$ cat src/design/lmu_pkg.sv
// Constants shared by the LED driver control logic
package lmu_pkg;

  // Register offsets
  localparam logic [7:0] OFS_LEVEL_FADE = 8'h00;
  localparam logic [7:0] OFS_SINK_EN = 8'h01;
  localparam logic [7:0] OFS_FLASH_SETUP = 8'h02;
  localparam logic [7:0] OFS_REG_VOLT = 8'h03;

  // Reset values
  localparam logic [7:0] RST_LEVEL_FADE = 8'h00;
  localparam logic [7:0] RST_SINK_EN = 8'h00;
  localparam logic [7:0] RST_FLASH_SETUP = 8'h10;
  localparam logic [7:0] RST_REG_VOLT = 8'h00;

  // Level and fade register fields
  localparam int FADE_RATE_MSB = 7;
  localparam int FADE_RATE_LSB = 6;
  localparam int FADE_EN_POS = 5;
  localparam int LEVEL_MSB = 4;
  localparam int LEVEL_LSB = 0;

  // Sink enable register fields
  localparam int SINK_EN_MSB = 3;
  localparam int SINK_EN_LSB = 0;
  localparam int NUM_SINKS = 4;

  // Flash setup register fields
  localparam int FLASH_TMO_EN_POS = 4;
  localparam int FLASH_CODE_MSB = 3;
  localparam int FLASH_CODE_LSB = 1;
  localparam int FLASH_RANGE_POS = 0;

  // Regulator voltage register fields
  localparam int REG_B_MSB = 6;
  localparam int REG_B_LSB = 4;
  localparam int REG_A_MSB = 3;
  localparam int REG_A_LSB = 0;

  // Timing
  localparam int CLK_HZ = 10_000_000;
  localparam int FADE_UNIT_MS = 8;
  localparam int FADE_UNIT_CYCLES = CLK_HZ / 1000 * FADE_UNIT_MS;
  localparam int FLASH_TIMEOUT_MS = 1000;
  localparam int FLASH_TIMEOUT_CYCLES = CLK_HZ / 1000 * FLASH_TIMEOUT_MS;
  // Fade interval is (FADE_UNITS_MAX - rate code) units: 32, 24, 16, 8 ms
  localparam logic [2:0] FADE_UNITS_MAX = 3'h4;

  // Protection state of the pump output
  typedef enum logic [1:0] {
    LMU_PUMP_NORMAL,
    LMU_PUMP_LIMIT
  } lmu_pump_e;

endpackage

$ cat src/design/lmu_sync.sv
// Three-stage synchroniser with agreement filter for asynchronous inputs
`timescale 1ns/1ps
`default_nettype none
module lmu_sync #(
  parameter int WIDTH = 1,
  parameter logic [WIDTH-1:0] RST_VAL = '0
) (
  input wire logic i_clk,
  input wire logic i_rst,
  input wire logic [WIDTH-1:0] i_async,
  output logic [WIDTH-1:0] o_sync
);
  logic [WIDTH-1:0] meta;
  logic [WIDTH-1:0] s2;
  logic [WIDTH-1:0] s3;

  always_ff @(posedge i_clk or posedge i_rst) begin
    if (i_rst) begin
      meta <= RST_VAL;
      s2 <= RST_VAL;
      s3 <= RST_VAL;
    end else begin
      meta <= i_async;
      s2 <= meta;
      s3 <= s2;
    end
  end

  // A bit changes only once the second and third stages agree
  always_ff @(posedge i_clk or posedge i_rst) begin
    if (i_rst) begin
      o_sync <= RST_VAL;
    end else begin
      for (int i = 0; i < WIDTH; i++) begin
        if (s2[i] == s3[i]) begin
          o_sync[i] <= s3[i];
        end
      end
    end
  end
endmodule
`default_nettype wire

$ cat src/design/lmu_flash_timer.sv
// Flash sink safety timer: trips after continuous activity
`timescale 1ns/1ps
`default_nettype none
module lmu_flash_timer #(
  parameter int TIMEOUT_CYCLES = lmu_pkg::FLASH_TIMEOUT_CYCLES
) (
  input wire logic i_clk,
  input wire logic i_rst,
  input wire logic i_enable,
  input wire logic i_active,
  input wire logic i_rearm,
  output logic o_tripped
);
  logic [23:0] cnt;

  always_ff @(posedge i_clk or posedge i_rst) begin
    if (i_rst) begin
      cnt <= 24'h000000;
    end else if (!i_active || !i_enable || i_rearm) begin
      cnt <= 24'h000000;
    end else if (cnt != 24'(TIMEOUT_CYCLES - 1)) begin
      cnt <= cnt + 24'h000001;
    end
  end

  // Trip wins over a rearm in the same cycle
  always_ff @(posedge i_clk or posedge i_rst) begin
    if (i_rst) begin
      o_tripped <= 1'b0;
    end else if (i_active && i_enable && cnt == 24'(TIMEOUT_CYCLES - 1)) begin
      o_tripped <= 1'b1;
    end else if (i_rearm) begin
      o_tripped <= 1'b0;
    end
  end
endmodule
`default_nettype wire

$ cat src/design/lmu_ctrl.sv
// LED driver control: registers, fade sequencer, fault handling, sleep
// Behaviour
// - Rate code 00..11 gives 32,24,16,8 ms
// - Fade steps equal old/new code difference
// - Enabled fade walks level one step per interval
// - Clearing fade enable applies programmed code at once
// - Fade disabled: new level applies immediately
// - Rate change mid-fade sets remaining step interval
// - Offset 0x00 holds rate, enable, level code
// - Sink carries level only while enabled
// - Over-temperature disables all outputs until cleared
// - Registers kept unchanged during thermal shutdown
// - Open-circuit sink output gets disabled
// - Over-voltage stops pump until indication clears
// - Current limit below 2V, leave above 2.5V
// - 300mA limit flash off, 1A flash on
// - Flash timeout turns sink off after 1s
// - Enable pin low resets all registers
// - Sink enables active high, default zero
// - All LEDs off enters sleep, stops pump
`timescale 1ns/1ps
`default_nettype none
module lmu_ctrl #(
  parameter int P_FADE_UNIT_CYCLES = lmu_pkg::FADE_UNIT_CYCLES,
  parameter int P_FLASH_TIMEOUT_CYCLES = lmu_pkg::FLASH_TIMEOUT_CYCLES
) (
  input wire logic I_REF_CLK,
  input wire logic I_RST,
  // Register port from the serial interface engine
  input wire logic I_WR_STB,
  input wire logic [7:0] I_WR_ADDR,
  input wire logic [7:0] I_WR_DATA,
  input wire logic [7:0] I_RD_ADDR,
  output logic [7:0] O_RD_DATA,
  // Asynchronous pins and analog indications
  input wire logic I_CHIP_EN,
  input wire logic I_FLASH_TRIGGER_PIN,
  input wire logic I_OVERTEMP_GUARD,
  input wire logic I_OUTPUT_OVERVOLTAGE_GUARD,
  input wire logic I_PUMP_OUTPUT_BELOW_2V,
  input wire logic I_PUMP_OUTPUT_ABOVE_2V5,
  input wire logic [3:0] I_SINK_OPEN,
  // Settings to the analog blocks
  output logic [4:0] O_BACKLIGHT_LEVEL_CODE,
  output logic [3:0] O_SINK_ON,
  output logic O_FLASH_SINK_OUTPUT,
  output logic [2:0] O_FLASH_SPOT_LEVEL_CODE,
  output logic O_FLASH_RANGE_SELECT,
  output logic [3:0] O_REG_A_VOLTAGE_CODE,
  output logic [2:0] O_REG_B_VOLTAGE_CODE,
  output logic O_PUMP_RUN,
  output logic O_PUMP_LIMIT_ACTIVE,
  output logic O_PUMP_ILIM_HIGH,
  output logic O_SLEEP,
  output logic O_FADE_ACTIVE,
  output logic O_FLASH_TIMED_OUT
);
  logic chip_en;
  logic flash_pin;
  logic overtemp;
  logic overvolt;
  logic below_2v;
  logic above_2v5;
  logic [3:0] sink_open;

  lmu_sync #(.WIDTH(1), .RST_VAL(1'b0)) u_sync_en (
    .i_clk(I_REF_CLK),
    .i_rst(I_RST),
    .i_async(I_CHIP_EN),
    .o_sync(chip_en)
  );

  lmu_sync #(.WIDTH(9), .RST_VAL(9'h000)) u_sync_pins (
    .i_clk(I_REF_CLK),
    .i_rst(I_RST),
    .i_async({I_FLASH_TRIGGER_PIN, I_OVERTEMP_GUARD, I_OUTPUT_OVERVOLTAGE_GUARD,
              I_PUMP_OUTPUT_BELOW_2V, I_PUMP_OUTPUT_ABOVE_2V5, I_SINK_OPEN}),
    .o_sync({flash_pin, overtemp, overvolt, below_2v, above_2v5, sink_open})
  );

  // Programmed register fields
  logic [1:0] fade_rate;
  logic fade_en;
  logic [4:0] backlight_level_code;
  logic [3:0] sink_enable_bits;
  logic flash_timeout_enable;
  logic [2:0] flash_spot_level_code;
  logic flash_range_select;
  logic [3:0] reg_a_voltage_code;
  logic [2:0] reg_b_voltage_code;

  // Fade sequencer state
  logic [4:0] applied_level;
  logic [21:0] step_cnt;
  logic [21:0] step_limit;
  logic fade_active;
  logic step_due;

  logic wr_level;
  logic wr_sink;
  logic wr_flash;
  logic wr_volt;

  assign wr_level = I_WR_STB && I_WR_ADDR == lmu_pkg::OFS_LEVEL_FADE;
  assign wr_sink = I_WR_STB && I_WR_ADDR == lmu_pkg::OFS_SINK_EN;
  assign wr_flash = I_WR_STB && I_WR_ADDR == lmu_pkg::OFS_FLASH_SETUP;
  assign wr_volt = I_WR_STB && I_WR_ADDR == lmu_pkg::OFS_REG_VOLT;

  assign fade_active = fade_en && applied_level != backlight_level_code;

  // Level and fade register; enable pin low restores defaults.
  // Overtemp never touches the registers, so settings come back after it.
  always_ff @(posedge I_REF_CLK or posedge I_RST) begin
    if (I_RST) begin
      fade_rate <= lmu_pkg::RST_LEVEL_FADE[lmu_pkg::FADE_RATE_MSB:lmu_pkg::FADE_RATE_LSB];
      fade_en <= lmu_pkg::RST_LEVEL_FADE[lmu_pkg::FADE_EN_POS];
      backlight_level_code <= lmu_pkg::RST_LEVEL_FADE[lmu_pkg::LEVEL_MSB:lmu_pkg::LEVEL_LSB];
    end else if (!chip_en) begin
      fade_rate <= lmu_pkg::RST_LEVEL_FADE[lmu_pkg::FADE_RATE_MSB:lmu_pkg::FADE_RATE_LSB];
      fade_en <= lmu_pkg::RST_LEVEL_FADE[lmu_pkg::FADE_EN_POS];
      backlight_level_code <= lmu_pkg::RST_LEVEL_FADE[lmu_pkg::LEVEL_MSB:lmu_pkg::LEVEL_LSB];
    end else if (wr_level) begin
      fade_rate <= I_WR_DATA[lmu_pkg::FADE_RATE_MSB:lmu_pkg::FADE_RATE_LSB];
      fade_en <= I_WR_DATA[lmu_pkg::FADE_EN_POS];
      // A level written mid-fade is dropped; the running target stands
      if (!fade_active) begin
        backlight_level_code <= I_WR_DATA[lmu_pkg::LEVEL_MSB:lmu_pkg::LEVEL_LSB];
      end
    end
  end

  // Sink enable register
  always_ff @(posedge I_REF_CLK or posedge I_RST) begin
    if (I_RST) begin
      sink_enable_bits <= lmu_pkg::RST_SINK_EN[lmu_pkg::SINK_EN_MSB:lmu_pkg::SINK_EN_LSB];
    end else if (!chip_en) begin
      sink_enable_bits <= lmu_pkg::RST_SINK_EN[lmu_pkg::SINK_EN_MSB:lmu_pkg::SINK_EN_LSB];
    end else if (wr_sink) begin
      sink_enable_bits <= I_WR_DATA[lmu_pkg::SINK_EN_MSB:lmu_pkg::SINK_EN_LSB];
    end
  end

  // Flash setup register
  always_ff @(posedge I_REF_CLK or posedge I_RST) begin
    if (I_RST) begin
      flash_timeout_enable <= lmu_pkg::RST_FLASH_SETUP[lmu_pkg::FLASH_TMO_EN_POS];
      flash_spot_level_code <=
        lmu_pkg::RST_FLASH_SETUP[lmu_pkg::FLASH_CODE_MSB:lmu_pkg::FLASH_CODE_LSB];
      flash_range_select <= lmu_pkg::RST_FLASH_SETUP[lmu_pkg::FLASH_RANGE_POS];
    end else if (!chip_en) begin
      flash_timeout_enable <= lmu_pkg::RST_FLASH_SETUP[lmu_pkg::FLASH_TMO_EN_POS];
      flash_spot_level_code <=
        lmu_pkg::RST_FLASH_SETUP[lmu_pkg::FLASH_CODE_MSB:lmu_pkg::FLASH_CODE_LSB];
      flash_range_select <= lmu_pkg::RST_FLASH_SETUP[lmu_pkg::FLASH_RANGE_POS];
    end else if (wr_flash) begin
      flash_timeout_enable <= I_WR_DATA[lmu_pkg::FLASH_TMO_EN_POS];
      flash_spot_level_code <= I_WR_DATA[lmu_pkg::FLASH_CODE_MSB:lmu_pkg::FLASH_CODE_LSB];
      flash_range_select <= I_WR_DATA[lmu_pkg::FLASH_RANGE_POS];
    end
  end

  // Regulator voltage register
  always_ff @(posedge I_REF_CLK or posedge I_RST) begin
    if (I_RST) begin
      reg_a_voltage_code <= lmu_pkg::RST_REG_VOLT[lmu_pkg::REG_A_MSB:lmu_pkg::REG_A_LSB];
      reg_b_voltage_code <= lmu_pkg::RST_REG_VOLT[lmu_pkg::REG_B_MSB:lmu_pkg::REG_B_LSB];
    end else if (!chip_en) begin
      reg_a_voltage_code <= lmu_pkg::RST_REG_VOLT[lmu_pkg::REG_A_MSB:lmu_pkg::REG_A_LSB];
      reg_b_voltage_code <= lmu_pkg::RST_REG_VOLT[lmu_pkg::REG_B_MSB:lmu_pkg::REG_B_LSB];
    end else if (wr_volt) begin
      reg_a_voltage_code <= I_WR_DATA[lmu_pkg::REG_A_MSB:lmu_pkg::REG_A_LSB];
      reg_b_voltage_code <= I_WR_DATA[lmu_pkg::REG_B_MSB:lmu_pkg::REG_B_LSB];
    end
  end

  // Step interval from the live rate code, so a change mid-fade takes hold
  // for the step already under way
  always_comb begin
    step_limit = 22'(lmu_pkg::FADE_UNITS_MAX - {1'b0, fade_rate})
      * 22'(P_FADE_UNIT_CYCLES);
  end

  assign step_due = step_cnt >= step_limit - 22'h000001;

  // Interval counter; idle whenever no fade is running
  always_ff @(posedge I_REF_CLK or posedge I_RST) begin
    if (I_RST) begin
      step_cnt <= 22'h000000;
    end else if (!chip_en || !fade_active || step_due) begin
      step_cnt <= 22'h000000;
    end else begin
      step_cnt <= step_cnt + 22'h000001;
    end
  end

  // Applied level: follows the code at once without fade, else one count
  // per expired interval toward the code
  always_ff @(posedge I_REF_CLK or posedge I_RST) begin
    if (I_RST) begin
      applied_level <= lmu_pkg::RST_LEVEL_FADE[lmu_pkg::LEVEL_MSB:lmu_pkg::LEVEL_LSB];
    end else if (!chip_en) begin
      applied_level <= lmu_pkg::RST_LEVEL_FADE[lmu_pkg::LEVEL_MSB:lmu_pkg::LEVEL_LSB];
    end else if (!fade_en) begin
      applied_level <= backlight_level_code;
    end else if (fade_active && step_due) begin
      if (applied_level < backlight_level_code) begin
        applied_level <= applied_level + 5'h01;
      end else begin
        applied_level <= applied_level - 5'h01;
      end
    end
  end

  // Open-circuit latch per sink, cleared by dropping the enable bit or the enable pin.
  // An enable pin clear wins over detection in the same cycle.
  logic [3:0] sink_float;

  always_ff @(posedge I_REF_CLK or posedge I_RST) begin
    if (I_RST) begin
      sink_float <= 4'h0;
    end else if (!chip_en) begin
      sink_float <= 4'h0;
    end else begin
      for (int i = 0; i < lmu_pkg::NUM_SINKS; i++) begin
        if (sink_enable_bits[i] && sink_open[i]) begin
          sink_float[i] <= 1'b1;
        end else if (!sink_enable_bits[i]) begin
          sink_float[i] <= 1'b0;
        end
      end
    end
  end

  // Flash sink: pin trigger, non-zero code, safety timer not tripped
  logic flash_tripped;
  logic flash_want;
  logic flash_on;
  logic flash_rearm;

  assign flash_want = flash_pin && flash_spot_level_code != 3'h0;
  assign flash_on = flash_want && !flash_tripped && !overtemp && chip_en;
  // Pin low or a cleared code rearms the timer
  assign flash_rearm = !flash_pin || flash_spot_level_code == 3'h0 || !chip_en;

  lmu_flash_timer #(.TIMEOUT_CYCLES(P_FLASH_TIMEOUT_CYCLES)) u_flash_timer (
    .i_clk(I_REF_CLK),
    .i_rst(I_RST),
    .i_enable(flash_timeout_enable),
    .i_active(flash_on),
    .i_rearm(flash_rearm),
    .o_tripped(flash_tripped)
  );

  // Pump protection: limit entered below 2V, left only above 2.5V
  lmu_pkg::lmu_pump_e pump_state;

  always_ff @(posedge I_REF_CLK or posedge I_RST) begin
    if (I_RST) begin
      pump_state <= lmu_pkg::LMU_PUMP_NORMAL;
    end else begin
      unique case (pump_state)
        lmu_pkg::LMU_PUMP_NORMAL: begin
          if (below_2v) begin
            pump_state <= lmu_pkg::LMU_PUMP_LIMIT;
          end
        end
        lmu_pkg::LMU_PUMP_LIMIT: begin
          if (above_2v5 && !below_2v) begin
            pump_state <= lmu_pkg::LMU_PUMP_NORMAL;
          end
        end
      endcase
    end
  end

  // Sink and sleep decisions
  logic [3:0] next_sink_on;
  logic next_sleep;

  always_comb begin
    next_sink_on = 4'h0;
    if (chip_en && !overtemp) begin
      next_sink_on = sink_enable_bits & ~sink_float;
    end
    // Sleep is judged on what is programmed, not on fault-gated outputs
    next_sleep = !chip_en || (sink_enable_bits == 4'h0 && !flash_want);
  end

  // Output flops; everything goes dark during thermal shutdown
  always_ff @(posedge I_REF_CLK or posedge I_RST) begin
    if (I_RST) begin
      O_BACKLIGHT_LEVEL_CODE <= 5'h00;
      O_SINK_ON <= 4'h0;
      O_FLASH_SINK_OUTPUT <= 1'b0;
      O_FLASH_SPOT_LEVEL_CODE <= 3'h0;
      O_FLASH_RANGE_SELECT <= 1'b0;
      O_REG_A_VOLTAGE_CODE <= 4'h0;
      O_REG_B_VOLTAGE_CODE <= 3'h0;
      O_PUMP_RUN <= 1'b0;
      O_PUMP_LIMIT_ACTIVE <= 1'b0;
      O_PUMP_ILIM_HIGH <= 1'b0;
      O_SLEEP <= 1'b1;
      O_FADE_ACTIVE <= 1'b0;
      O_FLASH_TIMED_OUT <= 1'b0;
    end else begin
      O_BACKLIGHT_LEVEL_CODE <= applied_level;
      O_SINK_ON <= next_sink_on;
      O_FLASH_SINK_OUTPUT <= flash_on;
      O_FLASH_SPOT_LEVEL_CODE <= flash_spot_level_code;
      O_FLASH_RANGE_SELECT <= flash_range_select;
      O_REG_A_VOLTAGE_CODE <= (overtemp || !chip_en) ? 4'h0 : reg_a_voltage_code;
      O_REG_B_VOLTAGE_CODE <= (overtemp || !chip_en) ? 3'h0 : reg_b_voltage_code;
      O_PUMP_RUN <= !overvolt && !overtemp && !next_sleep;
      O_PUMP_LIMIT_ACTIVE <= pump_state == lmu_pkg::LMU_PUMP_LIMIT;
      O_PUMP_ILIM_HIGH <= flash_on;
      O_SLEEP <= next_sleep;
      O_FADE_ACTIVE <= fade_active;
      O_FLASH_TIMED_OUT <= flash_tripped;
    end
  end

  // Register read-back; unused upper bits and unmapped offsets read zero
  logic [7:0] next_rd_data;

  always_comb begin
    next_rd_data = 8'h00;
    unique case (I_RD_ADDR)
      lmu_pkg::OFS_LEVEL_FADE: begin
        next_rd_data = {fade_rate, fade_en, backlight_level_code};
      end
      lmu_pkg::OFS_SINK_EN: begin
        next_rd_data = {4'h0, sink_enable_bits};
      end
      lmu_pkg::OFS_FLASH_SETUP: begin
        next_rd_data = {3'h0, flash_timeout_enable, flash_spot_level_code,
                        flash_range_select};
      end
      lmu_pkg::OFS_REG_VOLT: begin
        next_rd_data = {1'b0, reg_b_voltage_code, reg_a_voltage_code};
      end
      default: begin
        next_rd_data = 8'h00;
      end
    endcase
  end

  always_ff @(posedge I_REF_CLK or posedge I_RST) begin
    if (I_RST) begin
      O_RD_DATA <= 8'h00;
    end else begin
      O_RD_DATA <= next_rd_data;
    end
  end
endmodule
`default_nettype wire

$ cat config.mk
export PLATFORM = sky130hd
export DESIGN_NAME = lmu_ctrl
export DESIGN_NICKNAME = d
export VERILOG_FILES = /design/src/design/lmu_pkg.sv /design/src/design/lmu_sync.sv /design/src/design/lmu_flash_timer.sv /design/src/design/lmu_ctrl.sv
export SDC_FILE = /design/constraint.sdc
export NUM_CORES = 1
export LEC_CHECK = 0
export CORE_AREA = 2 2 106 108
export CTS_CLUSTER_SIZE = 14
export DETAILED_ROUTE_END_ITERATION = 7
export DIE_AREA = 0 0 108 110
export DONT_BUFFER_PORTS = 1
export GPL_TIMING_DRIVEN = 0
export PLACE_DENSITY_LB_ADDON = 0.05
export SYNTH_ARGS = -nofsm -noshare
export SYNTH_HDL_FRONTEND = slang
export SYNTH_SLANG_ARGS = --single-unit
$ cat constraint.sdc
create_clock -name I_REF_CLK -period 12.7 [get_ports I_REF_CLK]
set_input_delay 2.54 -clock I_REF_CLK [delete_from_list [all_inputs] [get_ports I_REF_CLK]]
set_output_delay 2.54 -clock I_REF_CLK [all_outputs]
set_load 0.05 [all_outputs]
# ---- After elaboration in Yosys (flattened, before gate mapping)
# Index checks and enable logic that the tools add are counted.
# W data, S select, Z words.
dict set report classes {
  n_addsub 6
  mul 1
  magnitude_cmp 2
  n_eq_ne 32
  n_mux 44
  bitwise_logic 2
  n_reduce_logical 50
}
# cell n
set op_table {}
lappend op_table {{$mux W24} 2}
lappend op_table {{$mux W5} 7}
lappend op_table {{$eq A8 B2 Y1 const B} 4}
lappend op_table {{$pmux W8 S4} 1}
lappend op_table {{$mux W4} 7}
lappend op_table {{$add A24 B1 Y24 const B} 1}
lappend op_table {{$eq A24 B24 Y1 const B} 1}
lappend op_table {{$ne A24 B24 Y1 const B} 1}
lappend op_table {{$add A22 B1 Y22 const B} 1}
lappend op_table {{$ge A22 B22 Y1} 1}
lappend op_table {{$mul A22 B10 Y15 const B} 1}
lappend op_table {{$mux W22} 1}
lappend op_table {{$sub A22 B1 Y22 const B} 1}
lappend op_table {{$logic_and A1 B1 Y1} 21}
lappend op_table {{$eq A8 B1 Y1 const B} 2}
lappend op_table {{$logic_not A8 Y1} 2}
lappend op_table {{$mux W1} 16}
lappend op_table {{$mux W3} 5}
lappend op_table {{$ne A3 B3 Y1 const B} 5}
lappend op_table {{$ne A2 B2 Y1 const B} 6}
lappend op_table {{$logic_not A1 Y1} 11}
lappend op_table {{$eq A1 B1 Y1} 10}
lappend op_table {{$logic_or A1 B1 Y1} 8}
lappend op_table {{$mux W2} 4}
lappend op_table {{16 further kinds} 18}
dict set report totals {
  reg_bits 156
  inputBits 37
  output_inout_bits 35
  wordCells 184
}

# ---- Longest topological paths before layout
dict set report logic_depth {
  ltp_word 9
  depth_mapped 16
  ltp_nobuf 15
}

# ---- By module
# A second synthesis with hierarchy kept.
dict set report hier_totals {
  cells_unflattened 616
  hier_area_um2 7101.8
}
# module instances cells_per_inst area_per_inst_um2 seq_area_each_um2
set by_module_without_submodules {}
lappend by_module_without_submodules {lmu_ctrl 1 416 4603.2 2254.7}
lappend by_module_without_submodules {lmu_flash_timer 1 148 1377.6 625.6}
lappend by_module_without_submodules {{lmu_sync at u_sync_pins} 1 46 1006.0 900.9}
lappend by_module_without_submodules {{lmu_sync at u_sync_en} 1 6 115.1 100.1}

# ---- Worst setup path before layout
# Ideal clock, no wire load.
dict set report synth_path {
  path_type {input to register}
  start {input port I_WR_ADDR[4]}
  end {register backlight_level_code[0]}
  setup_time_ns 0.133
  t_arrival_ns 3.920
  t_required_ns 12.567
  slack_ns 8.647
  path_stages 6
  path_buffers 0
  cell_sequence {or4b_4 -> nor4_4 -> nor3b_4 -> a21boi_2 -> nand2_1 -> o21ai_1}
}
dict set report synth_between {
  elab_chain_len 4
}
# item line_no
set synth_lines {}
lappend synth_lines {{start, declared} lmu_ctrl.sv:31} ;# input wire logic [7:0] I_WR_ADDR,
lappend synth_lines {{$logic_not A8 Y1} lmu_ctrl.sv:104} ;# assign wr_level = I_WR_STB && I_WR_ADDR == lmu_pkg::OFS_LEVEL_FADE;
lappend synth_lines {{$logic_and A1 B1 Y1} lmu_ctrl.sv:104}
lappend synth_lines {{$ne A2 B2 Y1 (no source line)} -}
lappend synth_lines {{$reduce_and A2 Y1 (no source line)} -}
lappend synth_lines {{end signal, assigned} lmu_ctrl.sv:117} ;# backlight_level_code <= lmu_pkg::RST_LEVEL_FADE[lmu_pkg::LEVEL_MSB:lmu_pkg::LEVEL_LSB];
lappend synth_lines {{end signal, assigned} lmu_ctrl.sv:121} ;# backlight_level_code <= lmu_pkg::RST_LEVEL_FADE[lmu_pkg::LEVEL_MSB:lmu_pkg::LEVEL_LSB];
lappend synth_lines {{end signal, assigned} lmu_ctrl.sv:127} ;# backlight_level_code <= I_WR_DATA[lmu_pkg::LEVEL_MSB:lmu_pkg::LEVEL_LSB];
lappend synth_lines {{end, declared} lmu_ctrl.sv:84} ;# logic [4:0] backlight_level_code;
# No other way between the ends.
# A chain may end at the register's enable or synchronous reset.

# ---- Final worst setup path
dict set report layout_path {
  start {register fade_rate[0]}
  end {register applied_level[3]}
}
dict set report layout_between {
  elab_chain_len 6
}
# item line_no
set layout_lines {}
lappend layout_lines {{start, declared} lmu_ctrl.sv:82} ;# logic [1:0] fade_rate;
lappend layout_lines {{start signal, assigned} lmu_ctrl.sv:115} ;# fade_rate <= lmu_pkg::RST_LEVEL_FADE[lmu_pkg::FADE_RATE_MSB:lmu_pkg::FADE_RATE_LSB];
lappend layout_lines {{start signal, assigned} lmu_ctrl.sv:119} ;# fade_rate <= lmu_pkg::RST_LEVEL_FADE[lmu_pkg::FADE_RATE_MSB:lmu_pkg::FADE_RATE_LSB];
lappend layout_lines {{start signal, assigned} lmu_ctrl.sv:123} ;# fade_rate <= I_WR_DATA[lmu_pkg::FADE_RATE_MSB:lmu_pkg::FADE_RATE_LSB];
lappend layout_lines {{$sub A3 B2 Y4} lmu_ctrl.sv:179} ;# step_limit = 22'(lmu_pkg::FADE_UNITS_MAX - {1'b0, fade_rate})
lappend layout_lines {{$mul A22 B10 Y15} lmu_ctrl.sv:180} ;# * 22'(P_FADE_UNIT_CYCLES);
lappend layout_lines {{$sub A22 B1 Y22} lmu_ctrl.sv:183} ;# assign step_due = step_cnt >= step_limit - 22'h000001;
lappend layout_lines {{$ge A22 B22 Y1} lmu_ctrl.sv:183}
lappend layout_lines {{$logic_and A1 B1 Y1} lmu_ctrl.sv:205} ;# end else if (fade_active && step_due) begin
lappend layout_lines {{$ne A3 B3 Y1 (no source line)} -}
lappend layout_lines {{end signal, assigned} lmu_ctrl.sv:204} ;# applied_level <= backlight_level_code;
lappend layout_lines {{end signal, assigned} lmu_ctrl.sv:207} ;# applied_level <= applied_level + 5'h01;
lappend layout_lines {{end signal, assigned} lmu_ctrl.sv:209} ;# applied_level <= applied_level - 5'h01;
lappend layout_lines {{end, declared} lmu_ctrl.sv:93} ;# logic [4:0] applied_level;
# No other way between the ends.

==> impl_metrics.env <==
export IMPL_status="complete, no violations"
export IMPL_io_buffers=0
export IMPL_tns_ns=0
export IMPL_max_cap_violations=0
export IMPL_rows=38
export IMPL_cts_tree="built"
export IMPL_power_density_nw_per_um2=137.0
export IMPL_swShare=0.2365
export IMPL_power_static_leakage_nw=3.526
export IMPL_ys_seq_elements=155
export IMPL_die_w_um=108
export IMPL_ys_seq_area_frac=0.5629
export IMPL_relSlewSlack=0.3822
export IMPL_slew_viol_final=0
export IMPL_synthFlopType="dfrtp_1"
export IMPL_crit_type="reg2reg"
export IMPL_syn_to_final_growth_pct=11.07
export IMPL_r2r_start="fade_rate[0]"
export IMPL_die_area_um2=11880
export IMPL_cts_clk_slew_worst_paths_ns=0.06
export IMPL_post_cts_resized=0
export IMPL_syn_inst=585
export IMPL_drive_gt1_frac=0.08871
export IMPL_synth_fa_ha_area_frac=0.08456
export IMPL_critPathLaunch="fade_rate[0]"
export IMPL_grt_max_degree=82
export IMPL_synth_simple_area_share=0.1682
export IMPL_routed_wl_um=13720
export IMPL_async_flop_share=1.000
export IMPL_power_internal_mw=0.8012
export IMPL_hold_violations=0
export IMPL_yosysWarnings=0
export IMPL_yosysUniqueCellTypes=55
export IMPL_max_freq_ghz=0.2299
export IMPL_cp_start_kind="flop"
export IMPL_ioPinCount=72
export IMPL_synth_largest_area_cell="dfrtp_1"
export IMPL_routedWlPerCell_um=18.05
export IMPL_drt_iter0_drc=249
export IMPL_route_antenna_remaining_nets=0
export IMPL_gp_congestion=0.8550
export IMPL_grt_usage=0.2529
export IMPL_grt_overflow=0
export IMPL_syn_area_um2=6895
export IMPL_combPwrFrac=0.056
export IMPL_antenna_found_initial=0
export IMPL_drc=0
export IMPL_synth_top_family_by_area="simple AND/OR/NAND/NOR gates"
export IMPL_grt_first_pass_wirelength_um=22490
export IMPL_fin_skew_ns=0.008032
export IMPL_rsz0062_at_grt="false"
export IMPL_worst_pin_slew_ns=0.9183
export IMPL_crit_required_ns=13.10
export IMPL_synthDominantCellAreaShare=0.5553
export IMPL_cts_buffer_depth=2
export IMPL_hp_start="u_sync_pins.meta[6]"
export IMPL_min_period_over_period=0.3425
export IMPL_synthTopCellsByArea="dfrtp_1 56%, ha_1 6.7%, nor2_1 3.5%, mux2i_1 3.3%, xor2_1 3.2%"
export IMPL_initial_core_util=0.6446
export IMPL_vdd_drop_max_mv=0.1086
export IMPL_cts_root_buf="clkbuf_8"
export IMPL_cp_max_fo=12
export IMPL_clkLatencyLatePin_ns=0.52
export IMPL_cts_made_buffers=17
export IMPL_min_period_ns=4.350
export IMPL_viasPerCell=5.766
export IMPL_post_cts_buffers=0
export IMPL_synth_enable_flop_cells=0
export IMPL_nets=682
export IMPL_cts_sinks=155
export IMPL_syn_area_per_cell_um2=11.79
export IMPL_cts_hold_buffers_added=0
export IMPL_synth_mux_area_frac=0.05462
export IMPL_hpwl_um=9691
export IMPL_ys_top_cells_by_count="153 x dfrtp_1, 65 x nor2_1, 43 x nand2_1"
export IMPL_htree_num_levels=4
export IMPL_p_clk_frac=0.444
export IMPL_synth_compound_area_frac=0.04754
export IMPL_hold_path_class="reg2reg"
export IMPL_grt_pass1_vias=4535
export IMPL_die_height_um=110
export IMPL_core_um2=10700
export IMPL_p_seq_frac=0.500
export IMPL_endpoint_kind="flop"
export IMPL_first_pass_iters=5
export IMPL_synth_xor_area_frac=0.06224
export IMPL_diodes=0
export IMPL_yosysMostFrequentCell="dfrtp_1"
export IMPL_vias=4382
export IMPL_p_sw_mw=0.2482
export IMPL_cp_arrival_ns=4.75
export IMPL_setup_viol=0
export IMPL_power_mw=1.049
[metrics by stage]
step / hold WS (ns) / instance area, um^2 / setup WS (ns) / util / std cells
after detailed placement: 0.3364 / 7111 / 8.374 / 0.6647 / 728
final: 0.3481 / 7659 / 8.350 / 0.7159 / 760
after global placement: 0.3330 / 7078 / 4.623 / 0.6616 / 727
after global routing: 0.3548 / 7659 / 8.063 / 0.7159 / 760
after floorplan: 0.3312 / 6903 / 5.985 / - / 587
after CTS: 0.3501 / 7659 / 8.353 / 0.7159 / 760
[layout make-up]
cell class                      instances  area [um^2]
Multi-Input combinational cell        398         2888
Fill cell                             767         3039
Buffer                                 12        51.30
Inverter                               22        87.58
Clock inverter                         10        95.09
Tap cell                              140        175.2
Timing Repair Buffer                    1        27.53
Clock buffer                           22        452.9
Sequential cell                       155         3881
[final timing paths]
path	slack [ns]	to	cells after the start
worst max-delay path	8.35	applied_level[3]	15
worst min-delay path	0.35	u_sync_pins.s2[6]	0
worst max register to register	8.35	applied_level[3]	15
worst min register to register	0.35	u_sync_pins.s2[6]	0
max in group asynchronous	9.89	O_SLEEP	2
min in group asynchronous	2.00	u_sync_pins.meta[3]	1
[registers in the layout, indices dropped and copies added (netlist names), 5 cells and up]
register                count
u_sync_pins.s3              9
backlight_level_code        5
applied_level               5
u_sync_pins.s2              9
O_BACKLIGHT_LEVEL_CODE      5
O_RD_DATA                   8
u_sync_pins.o_sync          9
step_cnt                   22
u_sync_pins.meta            9
u_flash_timer.cnt          24
[logic make-up (layout without fill, tap and decap cells)]
logic type      Yosys count  after routing
flops                   155            155
simple gates            218            218
mux                      32             32
xor+xnor                 49             49
buf+inv                  34             67
fa+ha+maj                48             48
other cells               1              3
compound gates           48             48
[cells in the final DEF, fill, tap and decap left out, types with 5 or more instances in the layout]
master / n
a21o_1: 7
a21oi_1: 9
and2_1: 7
and3_1: 17
clkbuf_1: 12
clkbuf_16: 16
dfrtp_1: 153
ha_1: 37
inv_1: 21
maj3_1: 10
mux2_2: 5
mux2i_1: 23
nand2_1: 43
nand3_1: 18
nand4_1: 14
nor2_1: 65
nor2b_1: 21
nor3_1: 5
nor3b_1: 5
nor4_1: 5
o21ai_0: 5
o21ai_1: 5
xnor2_1: 24
xor2_1: 25
[layer usage]
layer | GRT usage | routed length, um | up-vias
met4 | 0.07784 | 165 | 0
met3 | 0.07055 | 650 | 17
met2 | 0.4218 | 6887 | 103
met5 | 0 | 0 | -
li1 | - | - | 2054
met1 | 0.3260 | 6013 | 2208
[critical path, cell delays in order (launching register included)]
cell      delay, ns
dfrtp_1        0.64
inv_1          0.20
ha_1           0.36
inv_1          0.09
nor2_1         0.16
ha_1           0.26
ha_1           0.29
a211o_1        0.26
nand2_1        0.11
ha_1           0.26
a21o_1         0.17
a21o_1         0.17
a211oi_1       0.29
nor2_1         0.07
nor2_1         0.48
mux2_2         0.41
[power by group through the flow]
| stage | Clock, mW | Sequential (mW) | Combinational [mW] |
|---|---|---|---|
| 2_1_floorplan | 0 | 0.530 | 0.0450 |
| 4_1_cts | 0.474 | 0.525 | 0.0596 |
| 5_1_grt | 0.497 | 0.526 | 0.0667 |
| 6_report | 0.466 | 0.525 | 0.0587 |
| 3_3_place_gp | 0 | 0.533 | 0.0549 |
| 3_5_place_dp | 0 | 0.534 | 0.0585 |
Note: power is estimated with default switching activity, not from simulation.
